<file path="config.mk">
export PLATFORM = sky130hd
export DESIGN_NAME = alarm_level_steering
export DESIGN_NICKNAME = d
export VERILOG_FILES = /design/src/rtl/alarm_level_pkg.sv /design/src/rtl/band_compare.sv /design/src/rtl/alarm_level_steering.sv
export SDC_FILE = /design/constraint.sdc
export NUM_CORES = 1
export LEC_CHECK = 0
export BUFFER_PORTS_ARGS = -buffer_cell sky130_fd_sc_hd__buf_2
export CORE_ASPECT_RATIO = 1.25
export CORE_UTILIZATION = 38
export CTS_BUF_LIST = sky130_fd_sc_hd__clkbuf_8
export DETAILED_ROUTE_END_ITERATION = 16
export HOLD_SLACK_MARGIN = 0.1
export SKIP_CTS_REPAIR_TIMING = 1
export SLEW_MARGIN = 20
export SYNTH_ARGS = -nofsm -noshare
export SYNTH_HDL_FRONTEND = slang
export SYNTH_SLANG_ARGS = --single-unit
</file>
<file path="constraint.sdc">
create_clock -name sys_clk -period 9 [get_ports sys_clk]
set_input_delay 1.35 -clock sys_clk [delete_from_list [all_inputs] [get_ports sys_clk]]
set_output_delay 1.35 -clock sys_clk [all_outputs]
set_load 0.01 [all_outputs]
</file>
<file path="src/rtl/alarm_level_pkg.sv">
package alarm_level_pkg;

  // ----------------------------------------------------------------------
  // Data and bus widths
  // ----------------------------------------------------------------------
  localparam int DATA_W = 8;
  localparam int APB_ADDR_W = 8;
  localparam int APB_DATA_W = 32;

  // ----------------------------------------------------------------------
  // Register indices; the byte address is four times the index
  // ----------------------------------------------------------------------
  localparam logic [5:0] IDX_MODE = 6'h00;
  localparam logic [5:0] IDX_STATUS = 6'h01;
  localparam logic [5:0] IDX_MASK = 6'h02;
  localparam logic [5:0] IDX_STATE = 6'h03;
  localparam logic [5:0] IDX_SELECT = 6'h1E;
  localparam logic [5:0] IDX_LOW_TRIG = 6'h1F;
  localparam logic [5:0] IDX_LOW_OUT = 6'h20;
  localparam logic [5:0] IDX_HIGH_TRIG = 6'h21;
  localparam logic [5:0] IDX_HIGH_OUT = 6'h22;

  localparam logic [7:0] ADDR_MODE = {IDX_MODE, 2'h0};
  localparam logic [7:0] ADDR_STATUS = {IDX_STATUS, 2'h0};
  localparam logic [7:0] ADDR_MASK = {IDX_MASK, 2'h0};
  localparam logic [7:0] ADDR_STATE = {IDX_STATE, 2'h0};
  localparam logic [7:0] ADDR_SELECT = {IDX_SELECT, 2'h0};
  localparam logic [7:0] ADDR_LOW_TRIG = {IDX_LOW_TRIG, 2'h0};
  localparam logic [7:0] ADDR_LOW_OUT = {IDX_LOW_OUT, 2'h0};
  localparam logic [7:0] ADDR_HIGH_TRIG = {IDX_HIGH_TRIG, 2'h0};
  localparam logic [7:0] ADDR_HIGH_OUT = {IDX_HIGH_OUT, 2'h0};

  // ----------------------------------------------------------------------
  // Field positions
  // ----------------------------------------------------------------------
  localparam int MODE_ALARM_EN = 0;
  localparam int MODE_LEVEL_EN = 1;
  localparam int MODE_CURRENT_EN = 2;
  localparam int MODE_VOLTAGE_EN = 3;
  localparam int MODE_BITS = 4;

  localparam int SEL_ALARM_MSB = 7;
  localparam int SEL_ALARM_LSB = 5;
  localparam int SEL_LEVEL_MSB = 6;
  localparam int SEL_LEVEL_LSB = 5;

  localparam int EV_ALARM_LOW = 0;
  localparam int EV_ALARM_HIGH = 1;
  localparam int EV_LEVEL_CHANGE = 2;
  localparam int EV_BITS = 3;

  localparam int ST_ALARM_LOW = 0;
  localparam int ST_ALARM_HIGH = 1;
  localparam int ST_LEVEL_LSB = 2;
  localparam int ST_LEVEL_MSB = 3;
  localparam int ST_ALARM_ACTIVE = 4;
  localparam int ST_LEVEL_ACTIVE = 5;

  // ----------------------------------------------------------------------
  // Source codes of the selector fields
  // ----------------------------------------------------------------------
  localparam logic [2:0] SRC_TEMPERATURE = 3'h0;
  localparam logic [2:0] SRC_AMPLIFIER = 3'h1;
  localparam logic [2:0] SRC_GAIN = 3'h2;
  localparam logic [2:0] SRC_VOLTAGE = 3'h3;
  localparam logic [2:0] SRC_LINE0 = 3'h4;
  localparam logic [2:0] SRC_LINE1 = 3'h5;

  // ----------------------------------------------------------------------
  // Reset values
  // ----------------------------------------------------------------------
  localparam logic [7:0] RST_BYTE = 8'h00;
  localparam logic [1:0] RST_LEVEL = 2'h0;

  typedef enum logic [1:0] {
    FUNC_OFF,
    FUNC_ALARM,
    FUNC_LEVEL
  } func_mode_t;

endpackage

</file>
<file path="src/rtl/band_compare.sv">
`timescale 1ns/1ps

module band_compare #(
  parameter int WIDTH = 8
)
(
  input wire logic [WIDTH-1:0] value,
  input wire logic [WIDTH-1:0] bound1,
  input wire logic [WIDTH-1:0] bound2,
  input wire logic [WIDTH-1:0] bound3,
  output logic [2:0] reached,
  output logic aboveTop
);

  logic [WIDTH-1:0] bounds [3];

  if (WIDTH < 1)
  begin : g_width_check
    $error("band_compare needs a positive width.");
  end

  assign bounds[0] = bound1;
  assign bounds[1] = bound2;
  assign bounds[2] = bound3;

  // ----------------------------------------------------------------------
  // One at-or-above comparator per boundary, plus a strict above comparator on the top boundary
  // ----------------------------------------------------------------------
  for (genvar i = 0; i < 3; i++)
  begin : g_bound
    assign reached[i] = (value >= bounds[i]);
  end

  assign aboveTop = (value > bound3);

endmodule // band_compare

</file>
<file path="src/rtl/alarm_level_steering.sv">
`timescale 1ns/1ps

// Behaviour
// - Three selector bits pick the alarm input from six internal sources.
// - Two selector bits pick the level input from the four analog outputs.
// - Both selectors share one control byte, read per the active mode.
// - With current and voltage output both enabled the alarm stays inactive.
// - Low alarm is on while the selected input is below the low trigger.
// - During low alarm the digital output value is the low substitute byte.
// - High alarm is on while the selected input is above the high trigger and not below the low trigger.
// - During high alarm the digital output value is the high substitute byte.
// - Level mode: the code goes from 00 to 01 at the first level byte.
// - Level mode: the code goes from 01 to 10 at the second level byte.
// - Level mode: the code goes from 10 to 11 at the third level byte.
// - With both modes configured, level mode runs and alarm is ignored.
// - The alarm selector is the top three bits of the control byte.

module alarm_level_steering
#(
  parameter int WIDTH = 8
)
(
  input wire logic sys_clk,
  input wire logic rst_n,
  input wire logic psel,
  input wire logic penable,
  input wire logic pwrite,
  input wire logic [alarm_level_pkg::APB_ADDR_W-1:0] paddr,
  input wire logic [alarm_level_pkg::APB_DATA_W-1:0] pwdata,
  output logic [alarm_level_pkg::APB_DATA_W-1:0] prdata,
  output logic pready,
  output logic pslverr,
  input wire logic [WIDTH-1:0] temperatureOut,
  input wire logic [WIDTH-1:0] amplifierOut,
  input wire logic [WIDTH-1:0] gainOut,
  input wire logic [WIDTH-1:0] voltageModeOut,
  input wire logic [WIDTH-1:0] digitalValueIn,
  input wire logic levelLine0In,
  input wire logic levelLine1In,
  output logic levelLine0Out,
  output logic levelLine0Oe,
  output logic levelLine1Out,
  output logic levelLine1Oe,
  output logic alarmLow,
  output logic alarmHigh,
  output logic [WIDTH-1:0] digitalOutputValue,
  output logic irq
);

  import alarm_level_pkg::*;

  if (WIDTH != DATA_W)
  begin : g_width_check
    $error("Threshold bytes are fixed at eight bits.");
  end

  // ----------------------------------------------------------------------
  // Register state
  // ----------------------------------------------------------------------
  logic [MODE_BITS-1:0] modeCtrl;
  logic [MODE_BITS-1:0] next_modeCtrl;
  logic [7:0] selectByte;
  logic [7:0] next_selectByte;
  logic [WIDTH-1:0] lowTrig;
  logic [WIDTH-1:0] next_lowTrig;
  logic [WIDTH-1:0] lowOut;
  logic [WIDTH-1:0] next_lowOut;
  logic [WIDTH-1:0] highTrig;
  logic [WIDTH-1:0] next_highTrig;
  logic [WIDTH-1:0] highOut;
  logic [WIDTH-1:0] next_highOut;
  logic [EV_BITS-1:0] status;
  logic [EV_BITS-1:0] next_status;
  logic [EV_BITS-1:0] mask;
  logic [EV_BITS-1:0] next_mask;
  logic [APB_DATA_W-1:0] next_prdata;
  logic next_pslverr;
  logic [EV_BITS-1:0] readShown;
  logic [EV_BITS-1:0] next_readShown;

  // ----------------------------------------------------------------------
  // Output state
  // ----------------------------------------------------------------------
  logic next_alarmLow;
  logic next_alarmHigh;
  logic [1:0] levelCode;
  logic [1:0] next_levelCode;
  logic levelDrive;
  logic next_levelDrive;
  logic [WIDTH-1:0] next_digitalOutputValue;

  logic setupPhase;
  logic accessPhase;
  logic addrHit;
  func_mode_t funcMode;
  logic [2:0] alarmSel;
  logic [1:0] levelSel;
  logic [WIDTH-1:0] watched;
  logic [2:0] reached;
  logic aboveTop;
  logic rawLow;
  logic rawHigh;
  logic [1:0] rawCode;
  logic [EV_BITS-1:0] events;

  assign setupPhase = psel && !penable;
  assign accessPhase = psel && penable;
  // Read data and the error flag are captured in the setup cycle, so the
  // access cycle always completes at once.
  assign pready = 1'b1;

  // ----------------------------------------------------------------------
  // Mode and input selection
  // ----------------------------------------------------------------------
  always_comb
  begin
    if (modeCtrl[MODE_LEVEL_EN])
    begin
      funcMode = FUNC_LEVEL;
    end
    else if (modeCtrl[MODE_ALARM_EN] &&
             !(modeCtrl[MODE_CURRENT_EN] && modeCtrl[MODE_VOLTAGE_EN]))
    begin
      funcMode = FUNC_ALARM;
    end
    else
    begin
      funcMode = FUNC_OFF;
    end
  end

  assign alarmSel = selectByte[SEL_ALARM_MSB:SEL_ALARM_LSB];
  assign levelSel = selectByte[SEL_LEVEL_MSB:SEL_LEVEL_LSB];

  always_comb
  begin
    // The same bits steer one multiplexer whose reading depends on mode.
    watched = '0;
    if (funcMode == FUNC_LEVEL)
    begin
      unique case (levelSel)
        2'h0: watched = temperatureOut;
        2'h1: watched = amplifierOut;
        2'h2: watched = gainOut;
        2'h3: watched = voltageModeOut;
      endcase
    end
    else
    begin
      case (alarmSel)
        SRC_TEMPERATURE: watched = temperatureOut;
        SRC_AMPLIFIER: watched = amplifierOut;
        SRC_GAIN: watched = gainOut;
        SRC_VOLTAGE: watched = voltageModeOut;
        SRC_LINE0: watched = {WIDTH{levelLine0In}};
        SRC_LINE1: watched = {WIDTH{levelLine1In}};
        default: watched = '0;
      endcase
    end
  end

  band_compare #(
    .WIDTH(WIDTH)
  ) u_band (
    .value(watched),
    .bound1(lowTrig),
    .bound2(lowOut),
    .bound3(highTrig),
    .reached(reached),
    .aboveTop(aboveTop)
  );

  // ----------------------------------------------------------------------
  // Alarm and level decision
  // ----------------------------------------------------------------------
  always_comb
  begin
    rawLow = 1'b0;
    rawHigh = 1'b0;
    rawCode = RST_LEVEL;
    // Codes 6 and 7 name no source, so no alarm can fire from them.
    if (funcMode == FUNC_ALARM && alarmSel <= SRC_LINE1)
    begin
      rawLow = !reached[0];
      rawHigh = aboveTop;
    end
    if (funcMode == FUNC_LEVEL)
    begin
      if (reached[2])
      begin
        rawCode = 2'h3;
      end
      else if (reached[1])
      begin
        rawCode = 2'h2;
      end
      else if (reached[0])
      begin
        rawCode = 2'h1;
      end
      else
      begin
        rawCode = 2'h0;
      end
    end
  end

  always_comb
  begin
    next_alarmLow = rawLow;
    next_alarmHigh = rawHigh && !rawLow;
    next_levelCode = rawCode;
    next_levelDrive = (funcMode == FUNC_LEVEL);
    if (rawLow)
    begin
      next_digitalOutputValue = lowOut;
    end
    else if (rawHigh)
    begin
      next_digitalOutputValue = highOut;
    end
    else
    begin
      next_digitalOutputValue = digitalValueIn;
    end
  end

  always_ff @(posedge sys_clk or negedge rst_n)
  begin
    if (!rst_n)
    begin
      alarmLow <= 1'b0;
      alarmHigh <= 1'b0;
      levelCode <= RST_LEVEL;
      levelDrive <= 1'b0;
      digitalOutputValue <= '0;
    end
    else
    begin
      alarmLow <= next_alarmLow;
      alarmHigh <= next_alarmHigh;
      levelCode <= next_levelCode;
      levelDrive <= next_levelDrive;
      digitalOutputValue <= next_digitalOutputValue;
    end
  end

  assign levelLine0Out = levelCode[0];
  assign levelLine1Out = levelCode[1];
  assign levelLine0Oe = levelDrive;
  assign levelLine1Oe = levelDrive;

  // ----------------------------------------------------------------------
  // Events and interrupt
  // ----------------------------------------------------------------------
  always_comb
  begin
    events[EV_ALARM_LOW] = next_alarmLow && !alarmLow;
    events[EV_ALARM_HIGH] = next_alarmHigh && !alarmHigh;
    events[EV_LEVEL_CHANGE] = next_levelDrive && levelDrive &&
                              (next_levelCode != levelCode);
  end

  assign irq = |(status & mask);

  // ----------------------------------------------------------------------
  // Register file
  // ----------------------------------------------------------------------
  always_comb
  begin
    addrHit = 1'b1;
    next_prdata = '0;
    unique case (paddr)
      ADDR_MODE: next_prdata[MODE_BITS-1:0] = modeCtrl;
      ADDR_STATUS: next_prdata[EV_BITS-1:0] = status;
      ADDR_MASK: next_prdata[EV_BITS-1:0] = mask;
      ADDR_STATE:
      begin
        next_prdata[ST_ALARM_LOW] = alarmLow;
        next_prdata[ST_ALARM_HIGH] = alarmHigh;
        next_prdata[ST_LEVEL_MSB:ST_LEVEL_LSB] = levelCode;
        next_prdata[ST_ALARM_ACTIVE] = (funcMode == FUNC_ALARM);
        next_prdata[ST_LEVEL_ACTIVE] = (funcMode == FUNC_LEVEL);
      end
      ADDR_SELECT: next_prdata[7:0] = selectByte;
      ADDR_LOW_TRIG: next_prdata[WIDTH-1:0] = lowTrig;
      ADDR_LOW_OUT: next_prdata[WIDTH-1:0] = lowOut;
      ADDR_HIGH_TRIG: next_prdata[WIDTH-1:0] = highTrig;
      ADDR_HIGH_OUT: next_prdata[WIDTH-1:0] = highOut;
      default: addrHit = 1'b0;
    endcase
  end

  always_comb
  begin
    next_modeCtrl = modeCtrl;
    next_selectByte = selectByte;
    next_lowTrig = lowTrig;
    next_lowOut = lowOut;
    next_highTrig = highTrig;
    next_highOut = highOut;
    next_mask = mask;
    next_pslverr = pslverr;
    next_readShown = readShown;
    next_status = status;
    if (setupPhase)
    begin
      next_pslverr = !addrHit;
      next_readShown = (paddr == ADDR_STATUS) ? status : '0;
    end
    if (accessPhase && pwrite)
    begin
      unique case (paddr)
        ADDR_MODE: next_modeCtrl = pwdata[MODE_BITS-1:0];
        ADDR_MASK: next_mask = pwdata[EV_BITS-1:0];
        ADDR_SELECT: next_selectByte = pwdata[7:0];
        ADDR_LOW_TRIG: next_lowTrig = pwdata[WIDTH-1:0];
        ADDR_LOW_OUT: next_lowOut = pwdata[WIDTH-1:0];
        ADDR_HIGH_TRIG: next_highTrig = pwdata[WIDTH-1:0];
        ADDR_HIGH_OUT: next_highOut = pwdata[WIDTH-1:0];
        default: next_modeCtrl = modeCtrl;
      endcase
    end
    // Only the bits that the reader actually saw are cleared, so an event
    // landing between setup and access is kept; a new event always wins.
    if (accessPhase && !pwrite && paddr == ADDR_STATUS)
    begin
      next_status = status & ~readShown;
    end
    next_status = next_status | events;
  end

  always_ff @(posedge sys_clk or negedge rst_n)
  begin
    if (!rst_n)
    begin
      modeCtrl <= '0;
      selectByte <= RST_BYTE;
      lowTrig <= '0;
      lowOut <= '0;
      highTrig <= '0;
      highOut <= '0;
      status <= '0;
      mask <= '0;
      prdata <= '0;
      pslverr <= 1'b0;
      readShown <= '0;
    end
    else
    begin
      modeCtrl <= next_modeCtrl;
      selectByte <= next_selectByte;
      lowTrig <= next_lowTrig;
      lowOut <= next_lowOut;
      highTrig <= next_highTrig;
      highOut <= next_highOut;
      status <= next_status;
      mask <= next_mask;
      if (setupPhase)
      begin
        prdata <= next_prdata;
      end
      pslverr <= next_pslverr;
      readShown <= next_readShown;
    end
  end

endmodule // alarm_level_steering

</file>
==> run metrics, run 1 <==
yosys warns 0; Final Routed Wirelength 11500 µm; Required @ worst endpoint 9.24 ns; Fillers 1114; Tot GR Track Use 19.9%; Post-synth EDFFs 0; RSZ-0062 raised after global routing no; Synth Instances 405; Final Non-Filler Cells 653; vias post-DR 3443; DR iter-0 viols 174; status completed; Max Freq 252 MHz; DR vias/cell 5.27; CTS Buffer Depth 2; async set-or-reset flop fraction in the synthesized netlist 100%; overflow left after global routing 0; clk slew on worst S/H paths 0.08 ns; hold path cells 2; total negative slack 0 ns; I/O Pins 136; Chip Height 124 µm; Setup crit start kind primary input; drt wl/cell 17.5 µm; CTS Buf Count 9; # DRC 0; first-pass GRT wire length 18200 µm; proportion of layout cells with a drive suffix above 1 29.5%; maxcap violations 0; Routed Antenna Nets 0; final setup fails 0; placed insts 637; most frequent cells in the layout 85 x buf_2, 75 x dfrtp_1, 35 x nand2_1, 33 x mux2_1, 27 x inv_1; max_slew headroom 36.7%; ant diodes 0; most common cell after layout, fill and taps aside buf_2; Avg Synthesized Cell Area 11.1 µm²; crit path time final 3.97 ns; largest family of logic cells by synthesized area multiplexers; pin count of the biggest net entering global routing 76; H-tree depth 3; GP Congestion 0.820; distinct cell type count after synthesis 56; Adder-Cell Fraction of Synth Area 6.66%; Synth Register Bits 75; WS Path Type in -> reg; Rows 44; Critical Path Sink Type flip-flop; Hold WC Path Type reg -> reg; CTS tree yes; VDD IR-drop max 0.0898 mV; CTS sink cnt 75; worst skew pair latency 0.36 ns; Final Hold Viols 0; critical path data arrival time 4.21 ns; total power 0.707 mW; area delta synth->final 14.9%; vias in the first global route 3526; antenna violations before repair 0; root buf cell clkbuf_8; layout net count 598; Worst Tran Pin Value 0.949 ns; skew final 0.0116 ns; First-pass DRT Iterations 4; pwr dens 136 mW/mm²; total core area 0.0116 mm²; mux cell area share after synthesis 21.4%; part of the cycle the worst path needs 44.1%; Pleak 2.60 nW; die area 0.0123 mm²; XOR/XNOR Fraction of Synth Area 0%; post-DP HPWL 8630 µm; Initial Util 38.8%; sequential fraction of the synthesis area 41.6%; synthesized area 0.00451 mm²; post-synthesis compound-gate area fraction 11.5%; Post-Synth Simple-Gate Area 10.6%; Die Wd 99.5 µm; reg2reg path depth 10; IO buf count 86; Slew Limit Fails 0; worst-path maximum fanout 10; Synth Flop Type dfrtp_1
==> layout make-up <==
class                           instances  area [µm²]  area share (%)
Sequential cell                        75        1880            36.2
Inverter                               27         101            1.95
Timing Repair Buffer                   88         448            8.64
Clock inverter                          7        76.3            1.47
Tap cell                              161         201            3.88
Multi-Input combinational cell        286        2360            45.5
Clock buffer                            9         124            2.39
==> logic make-up after synthesis <==
logic type	count (synthesis)
flops	75
buf+inv	67
compound gates	71
mux	76
other cells	2
simple gates	90
fa+ha+maj	24
==> flip-flops by register name (all words and copies together) (netlist names) <==
register	flops
digitalOutputValue	8
highOut	8
highTrig	8
lowOut	8
lowTrig	8
prdata	8
selectByte	8
modeCtrl	4
mask	3
readShown	3
status	3
levelCode	2
alarmHigh	1
alarmLow	1
levelLine0Oe	1
pslverr	1
==> final timing paths <==
| kind | startpoint | to | slack (ns) |
|---|---|---|---|
| min | prdata[2]$_DFFE_PN0P_ | prdata[2]$_DFFE_PN0P_ | 0.49 |
| max in group asynchronous | rst_n | readShown[0]$_DFFE_PN0P_ | 7.24 |
| max reg2reg | selectByte[6]$_DFFE_PN0P_ | digitalOutputValue[0]$_DFF_PN0_ | 5.28 |
| max | voltageModeOut[0] | digitalOutputValue[0]$_DFF_PN0_ | 5.03 |
| min reg2reg | prdata[2]$_DFFE_PN0P_ | prdata[2]$_DFFE_PN0P_ | 0.49 |
| min in group asynchronous | rst_n | digitalOutputValue[7]$_DFF_PN0_ | 1.12 |
==> synth_stat cells (all sizes together), types with 3 or more instances <==
master | n | share of area, %
dfrtp | 75 | 42
mux2 | 51 | 13
nand2 | 39 | 3.6
buf | 33 | 5.2
inv | 27 | 2.2
ha | 24 | 6.7
nor2 | 20 | 2.1
mux2i | 16 | 3.5
a21oi | 12 | 1.3
mux4 | 9 | 4.5
a222oi | 8 | 1.8
a31oi | 8 | 1.1
o21ai | 8 | 0.89
clkbuf | 7 | 0.58
a22oi | 6 | 1.0
nand4 | 5 | 0.69
nand2b | 4 | 0.55
nand3 | 4 | 0.55
nor2b | 4 | 0.55
nor3 | 4 | 0.67
o211ai | 4 | 0.67
o21a | 4 | 0.67
a21boi | 3 | 0.50
a22o | 3 | 0.58
and3 | 3 | 0.42
==> worst max-delay path: stages <==
cell and delay, ns:
buf_2 0.09, mux4_2 0.46, a21boi_1 0.28, ha_1 0.29
and3_1 0.14, o21ai_1 0.11, a31oi_1 0.12, nor2_1 0.25
nand3_1 0.60, mux2_2 0.50
==> metal layers <==
| layer | wire length (µm) | GRT usage (%) | up-vias | part of all wire [%] |
|---|---|---|---|---|
| li1 | - | - | 1591 | - |
| met1 | 4810 | 24.4 | 1718 | 42 |
| met2 | 5870 | 35.2 | 114 | 51 |
| met3 | 489 | 3.14 | 20 | 4.3 |
| met4 | 278 | 7.63 | 0 | 2.4 |
| met5 | 0 | 0 | - | 0 |
==> power by group <==
group,switching (mW),internal [mW]
sequential,0.00812,0.347
combinational,0.0500,0.0355
clock,0.137,0.130
total,0.195,0.512
==> metrics by stage <==
step	setup slack (ns)	hold slack, ns	cell area (µm²)	utilization (%)
detailed placement	4.63	0.477	4990	42.9
finish	5.03	0.492	5190	44.6
CTS	5.00	0.496	5190	44.6
floorplan	5.28	0.458	4600	-
global route	4.77	0.516	5190	44.6
global placement	4.62	0.471	4990	42.9
No activity file was read; power rests on OpenSTA's default activity.
==> run 2, diff against run 1 <==
==> constraint.sdc (replaced) <==
create_clock -name sys_clk -period 4.1 [get_ports sys_clk]
set_input_delay 0.615 -clock sys_clk [delete_from_list [all_inputs] [get_ports sys_clk]]
set_output_delay 0.615 -clock sys_clk [all_outputs]
set_load 0.01 [all_outputs]
==> run metrics, run 2 (same netlist as run 1, synthesis figures left out) <==
status completed (unchanged); vias in the first global route 3464 (was 3526); proportion of layout cells with a drive suffix above 1 29.6% (was 29.5%); Max Freq 295 MHz; H-tree depth 3 (unchanged); worst-path maximum fanout 11 (was 10); total core area 0.0116 mm² (unchanged); # DRC 0 (unchanged); die area 0.0123 mm² (unchanged); Final Routed Wirelength 11400 µm (was 11500 µm); area delta synth->final 15.8% (was 14.9%); crit path time final 3.39 ns; First-pass DRT Iterations 5 (was 4); Routed Antenna Nets 0 (unchanged); met3 wire len 606 µm (was 489 µm); Final Non-Filler Cells 655 (was 653); CP Cell Sequence mux4_2 > a21boi_1 > ha_1 > nand2b_1 > a2111oi_0 > or4_1 > o211ai_1 > a2111o_1 > a41o_1 (was buf_2 > mux4_2 > a21boi_1 > ha_1 > and3_1 > o21ai_1 > a31oi_1 > nor2_1 > nand3_1 > mux2_2); WL met1 4760 µm (was 4810 µm); pin count of the biggest net entering global routing 76 (unchanged); CP peak stage delay 0.65 ns (was 0.60 ns); Slew Limit Fails 0 (unchanged); first-pass GRT wire length 18300 µm (was 18200 µm); CTS sink cnt 75 (unchanged); CTS Buf Count 9 (unchanged); skew final 0.00890 ns (was 0.0116 ns); Final Hold Viols 0 (unchanged); end-of-flow core utilization 45.0% (was 44.6%); layout net count 601 (was 598); root buf cell clkbuf_8 (unchanged); placed insts 640 (was 637); most frequent cells in the layout 85 x buf_2, 75 x dfrtp_1, 35 x nand2_1, 33 x mux2_1, 28 x inv_1 (was 85 x buf_2, 75 x dfrtp_1, 35 x nand2_1, 33 x mux2_1, 27 x inv_1); post-DP HPWL 8700 µm (was 8630 µm); highest routed layer met4 (unchanged); Die Wd 99.5 µm (unchanged); drt wl/cell 17.5 µm (about the same); dpl ws 0.699 ns (was 4.63 ns); Post-DP Area 0.00501 mm² (was 0.00499 mm²); Rows 44 (unchanged); most common cell after layout, fill and taps aside buf_2 (unchanged); CTS tree yes (unchanged); Setup crit start kind flip-flop (was primary input); maxcap violations 0 (unchanged); critical path buffer and inverter count 0 (was 1); DR vias/cell 5.19 (was 5.27); routed wl met2 5790 µm (was 5870 µm); final setup fails 0 (unchanged); critical path data arrival time 3.63 ns (was 4.21 ns); vias post-DR 3402 (was 3443); Fillers 1104 (was 1114); I/O Pins 136 (unchanged); total negative slack 0 ns (unchanged); Tot GR Track Use 19.9% (about the same); part of the cycle the worst path needs 82.7%; worst skew pair latency 0.35 ns (was 0.36 ns); flop2flop setup slack 0.71 ns (was 5.28 ns); Critical Path Sink Type flip-flop (unchanged); DR iter-0 viols 168 (was 174); Hold WC Path Type in -> async (was reg -> reg); Required @ worst endpoint 4.34 ns (was 9.24 ns); overflow left after global routing 0 (unchanged); VDD IR-drop max 0.187 mV (was 0.0898 mV); max_slew headroom 37.0% (was 36.7%); GP Congestion 0.841 (was 0.820); WS Path Type reg -> reg (was in -> reg); slowest stage cell, crit path dfrtp_1 (was nand3_1); CTS Buffer Depth 2 (unchanged); Pleak 2.62 nW (was 2.60 nW); RSZ-0062 raised after global routing no (unchanged); antenna violations before repair 0 (unchanged); Top delay family on crit path compound AO/OA/AOI/OAI gates (was simple AND/OR/NAND/NOR gates); pwr dens 307 mW/mm² (was 136 mW/mm²); Worst Tran Pin Value 0.945 ns (was 0.949 ns); post-route design area 0.00523 mm² (was 0.00519 mm²); clk slew on worst S/H paths 0.08 ns (about the same); Initial Util 38.8% (unchanged); IO buf count 86 (unchanged); ant diodes 0 (unchanged); Chip Height 124 µm (unchanged); Final WS setup 0.710 ns (was 5.03 ns)
-- run 2: cell count changes in the layout (fill, tap and decap cells not counted), sizes merged --
cell and delta:
buf +3, clkinv -2, bufinv +1, clkbuf +1, inv -1
-- run 2: cell type report --
cell class,count,area (µm²),share of cell area (%)
Multi-Input combinational cell,286,2360,45.1
Sequential cell,75,1880,35.9
Timing Repair Buffer,91,470,9.00
Tap cell,161,201,3.86
Clock buffer,10,138,2.63
Inverter,27,101,1.94
Clock inverter,5,78.8,1.51
-- run 2: path summary, 6_finish.rpt --
path	endpoint	from	cells after the start
min	digitalOutputValue[7]$_DFF_PN0_	rst_n	1
min reg2reg	prdata[2]$_DFFE_PN0P_	prdata[2]$_DFFE_PN0P_	2
max	status[2]$_DFF_PN0_	selectByte[5]$_DFFE_PN0P_	9
min in group sys_clk	prdata[2]$_DFFE_PN0P_	prdata[2]$_DFFE_PN0P_	2
max reg2reg	status[2]$_DFF_PN0_	selectByte[5]$_DFFE_PN0P_	9
max in group asynchronous	alarmLow$_DFF_PN0_	rst_n	1
-- run 2: per-layer routing --
| metal | track usage [%] | up-vias |
|---|---|---|
| li1 | - | 1602 |
| met1 | 25.2 | 1667 |
| met2 | 34.1 | 113 |
| met3 | 3.20 | 20 |
| met4 | 8.18 | 0 |
| met5 | 0 | - |
-- run 2: worst register-to-register path, delay by kind of cell (launching register included) --
family | cells | cell delay [ns]
AND/OR/NAND/NOR | 2 | 0.31
multiplexers | 1 | 0.59
AO/OA/AOI/OAI | 5 | 1.46
flip-flops | 1 | 0.65
adder cells (fa/ha/maj) | 1 | 0.29
-- run 2: stage by stage --
stage	total power, mW	hold slack, ns
2_1_floorplan	0.909	0.319
3_3_place_gp	0.979	0.471
3_5_place_dp	0.985	0.480
4_1_cts	1.61	0.442
5_1_grt	1.67	0.502
6_report	1.60	0.396
-- run 2: power by group --
part           switching, mW  internal, mW
clock network          0.282         0.354
registers             0.0172         0.762
logic                  0.110        0.0782
==> run 3, diff against run 2 <==
==> constraint.sdc (replaced) <==
create_clock -name sys_clk -period 2.9 [get_ports sys_clk]
set_input_delay 0.435 -clock sys_clk [delete_from_list [all_inputs] [get_ports sys_clk]]
set_output_delay 0.435 -clock sys_clk [all_outputs]
set_load 0.01 [all_outputs]
==> run metrics, run 3 (same netlist as run 1, synthesis figures left out) <==
overflow left after global routing 0 (unchanged); Final WS setup -0.0511 ns (was 0.710 ns); Fillers 1094 (was 1104); ant diodes 0 (unchanged); status complete, but fails checks (was completed); die area 0.0123 mm² (unchanged); Initial Util 38.8% (unchanged); GP Congestion 0.911 (was 0.841); First-pass DRT Iterations 4 (was 5); Critical Path Sink Type flip-flop (unchanged); Routed Antenna Nets 0 (unchanged); area delta synth->final 21.2% (was 15.8%); Required @ worst endpoint 3.15 ns (was 4.34 ns); Max Freq 339 MHz (was 295 MHz); CTS tree yes (unchanged); DR iter-0 viols 197 (was 168); WHS 0.183 ns (was 0.396 ns); first-pass GRT wire length 18300 µm (about the same); total core area 0.0116 mm² (unchanged); final setup fails 1 (was 0); antenna violations before repair 0 (unchanged); RSZ-0062 raised after global routing yes (was no); Slew Limit Fails 0 (unchanged); Pleak 2.73 nW (was 2.62 nW); WS Path Type reg -> reg (unchanged); crit path time final 2.95 ns (was 3.39 ns); total negative slack -0.0511 ns (was 0 ns); Sw Pwr 0.606 mW (was 0.409 mW); proportion of layout cells with a drive suffix above 1 35.9% (was 29.6%); max_slew headroom 36.1% (was 37.0%); DR vias/cell 5.21 (was 5.19); Worst Tran Pin Value 0.958 ns (was 0.945 ns); post-DP HPWL 9040 µm (was 8700 µm); I/O Pins 136 (unchanged); H-tree depth 3 (unchanged); vias in the first global route 3487 (was 3464); Switching Fraction 26.9% (was 25.5%); clk slew on worst S/H paths 0.08 ns (about the same); CTS Buffer Depth 2 (unchanged); skew final 0.0153 ns (was 0.00890 ns); layout net count 619 (was 601); Final Routed Wirelength 11800 µm (was 11400 µm); # DRC 0 (unchanged); Chip Height 124 µm (unchanged); Setup crit start kind flip-flop (unchanged); Seq pwr share 48.7% (was 48.6%); total power 2.26 mW (was 1.60 mW); CTS sink cnt 75 (unchanged); Hold WC Path Type in -> async (unchanged); Final Hold Viols 0 (unchanged); Worst Setup SP selectByte[6]$_DFFE_PN0P_ (was selectByte[5]$_DFFE_PN0P_); critical path data arrival time 3.20 ns (was 3.63 ns); Critical R2R Launch selectByte[6]$_DFFE_PN0P_ (was selectByte[5]$_DFFE_PN0P_); Tot GR Track Use 19.9% (about the same); Rows 44 (unchanged); root buf cell clkbuf_8 (unchanged); most frequent cells in the layout 85 x buf_2, 73 x dfrtp_1, 33 x mux2_1, 31 x nand2_1, 27 x inv_1 (was 85 x buf_2, 75 x dfrtp_1, 35 x nand2_1, 33 x mux2_1, 28 x inv_1); maxcap violations 0 (unchanged); vias post-DR 3514 (was 3402); reg2reg path depth 10 (was 9); grt met2 use 34.4% (was 34.1%); worst skew pair latency 0.37 ns (was 0.35 ns); Die Wd 99.5 µm (unchanged); CTS Buf Count 9 (unchanged); Internal 1.65 mW (was 1.19 mW); worst-path maximum fanout 8 (was 11); VDD IR-drop max 0.272 mV (was 0.187 mV); Logic pwr share 13.0% (was 11.8%); clock power share 38.3% (was 39.7%); GR peak layer met2 (unchanged); most common cell after layout, fill and taps aside buf_2 (unchanged); drt wl/cell 17.6 µm (was 17.5 µm); pwr dens 413 mW/mm² (was 307 mW/mm²); pin count of the biggest net entering global routing 76 (unchanged); GRT met1 Usage 23.9% (was 25.2%); part of the cycle the worst path needs 102% (was 82.7%); failing checks setup timing; IO buf count 86 (unchanged); Global Route met3 Usage 2.97% (was 3.20%)
## run 3: worst paths after layout
check                                             to  slack [ns]
max                              status[2]$_DFF_PN0_       -0.05
min                           highOut[7]$_DFFE_PN0P_        0.18
max reg2reg                      status[2]$_DFF_PN0_       -0.05
min reg2reg                    prdata[2]$_DFFE_PN0P_        0.49
max in group asynchronous  selectByte[6]$_DFFE_PN0P_        2.05
min in group sys_clk       selectByte[7]$_DFFE_PN0P_        0.35
## run 3: per-layer routing
metal  vias to the layer above  part of all wire, %  wire length, µm
met5                         -                    0                0
li1                       1645                    -                -
met2                       116                   50             5940
met3                        30                  3.6              426
met4                         0                  4.2              496
met1                      1723                   42             4970
## run 3: critical path: stages (launching register included)
cell and delay [ns]:
dfrtp_2 0.47, buf_4 0.17, or3_4 0.39, a21boi_4 0.17
ha_1 0.27, and3_4 0.15, o21ai_2 0.15, a31oi_2 0.12
or3_1 0.38, a2111o_1 0.37, a41o_1 0.18
## run 3: layout make-up
type	instances	area [µm²]	area share, %
Clock buffer	11	151	2.77
Clock inverter	5	60.1	1.10
Inverter	27	101	1.85
Multi-Input combinational cell	286	2450	44.9
Sequential cell	75	1880	34.4
Tap cell	161	201	3.68
Timing Repair Buffer	109	622	11.4
## run 3: power by group through the flow
| stage | clock (mW) | combinational (mW) | sequential (mW) |
|---|---|---|---|
| after floorplan | 0 | 0.164 | 1.12 |
| after global placement | 0 | 0.274 | 1.12 |
| after detailed placement | 0 | 0.283 | 1.12 |
| after CTS | 0.875 | 0.284 | 1.10 |
| after global routing | 0.907 | 0.330 | 1.10 |
| final | 0.864 | 0.294 | 1.10 |
## run 3: per-stage QoR
stage	instance area, µm²	util, %	cells	setup slack, ns
6_report	5470	47.1	674	-0.0511
5_1_grt	5470	47.1	674	-0.113
4_1_cts	5380	46.3	673	-0.164
3_5_place_dp	5170	44.5	657	-0.141
3_3_place_gp	5170	44.5	657	-0.120
2_1_floorplan	4640	-	428	-0.124
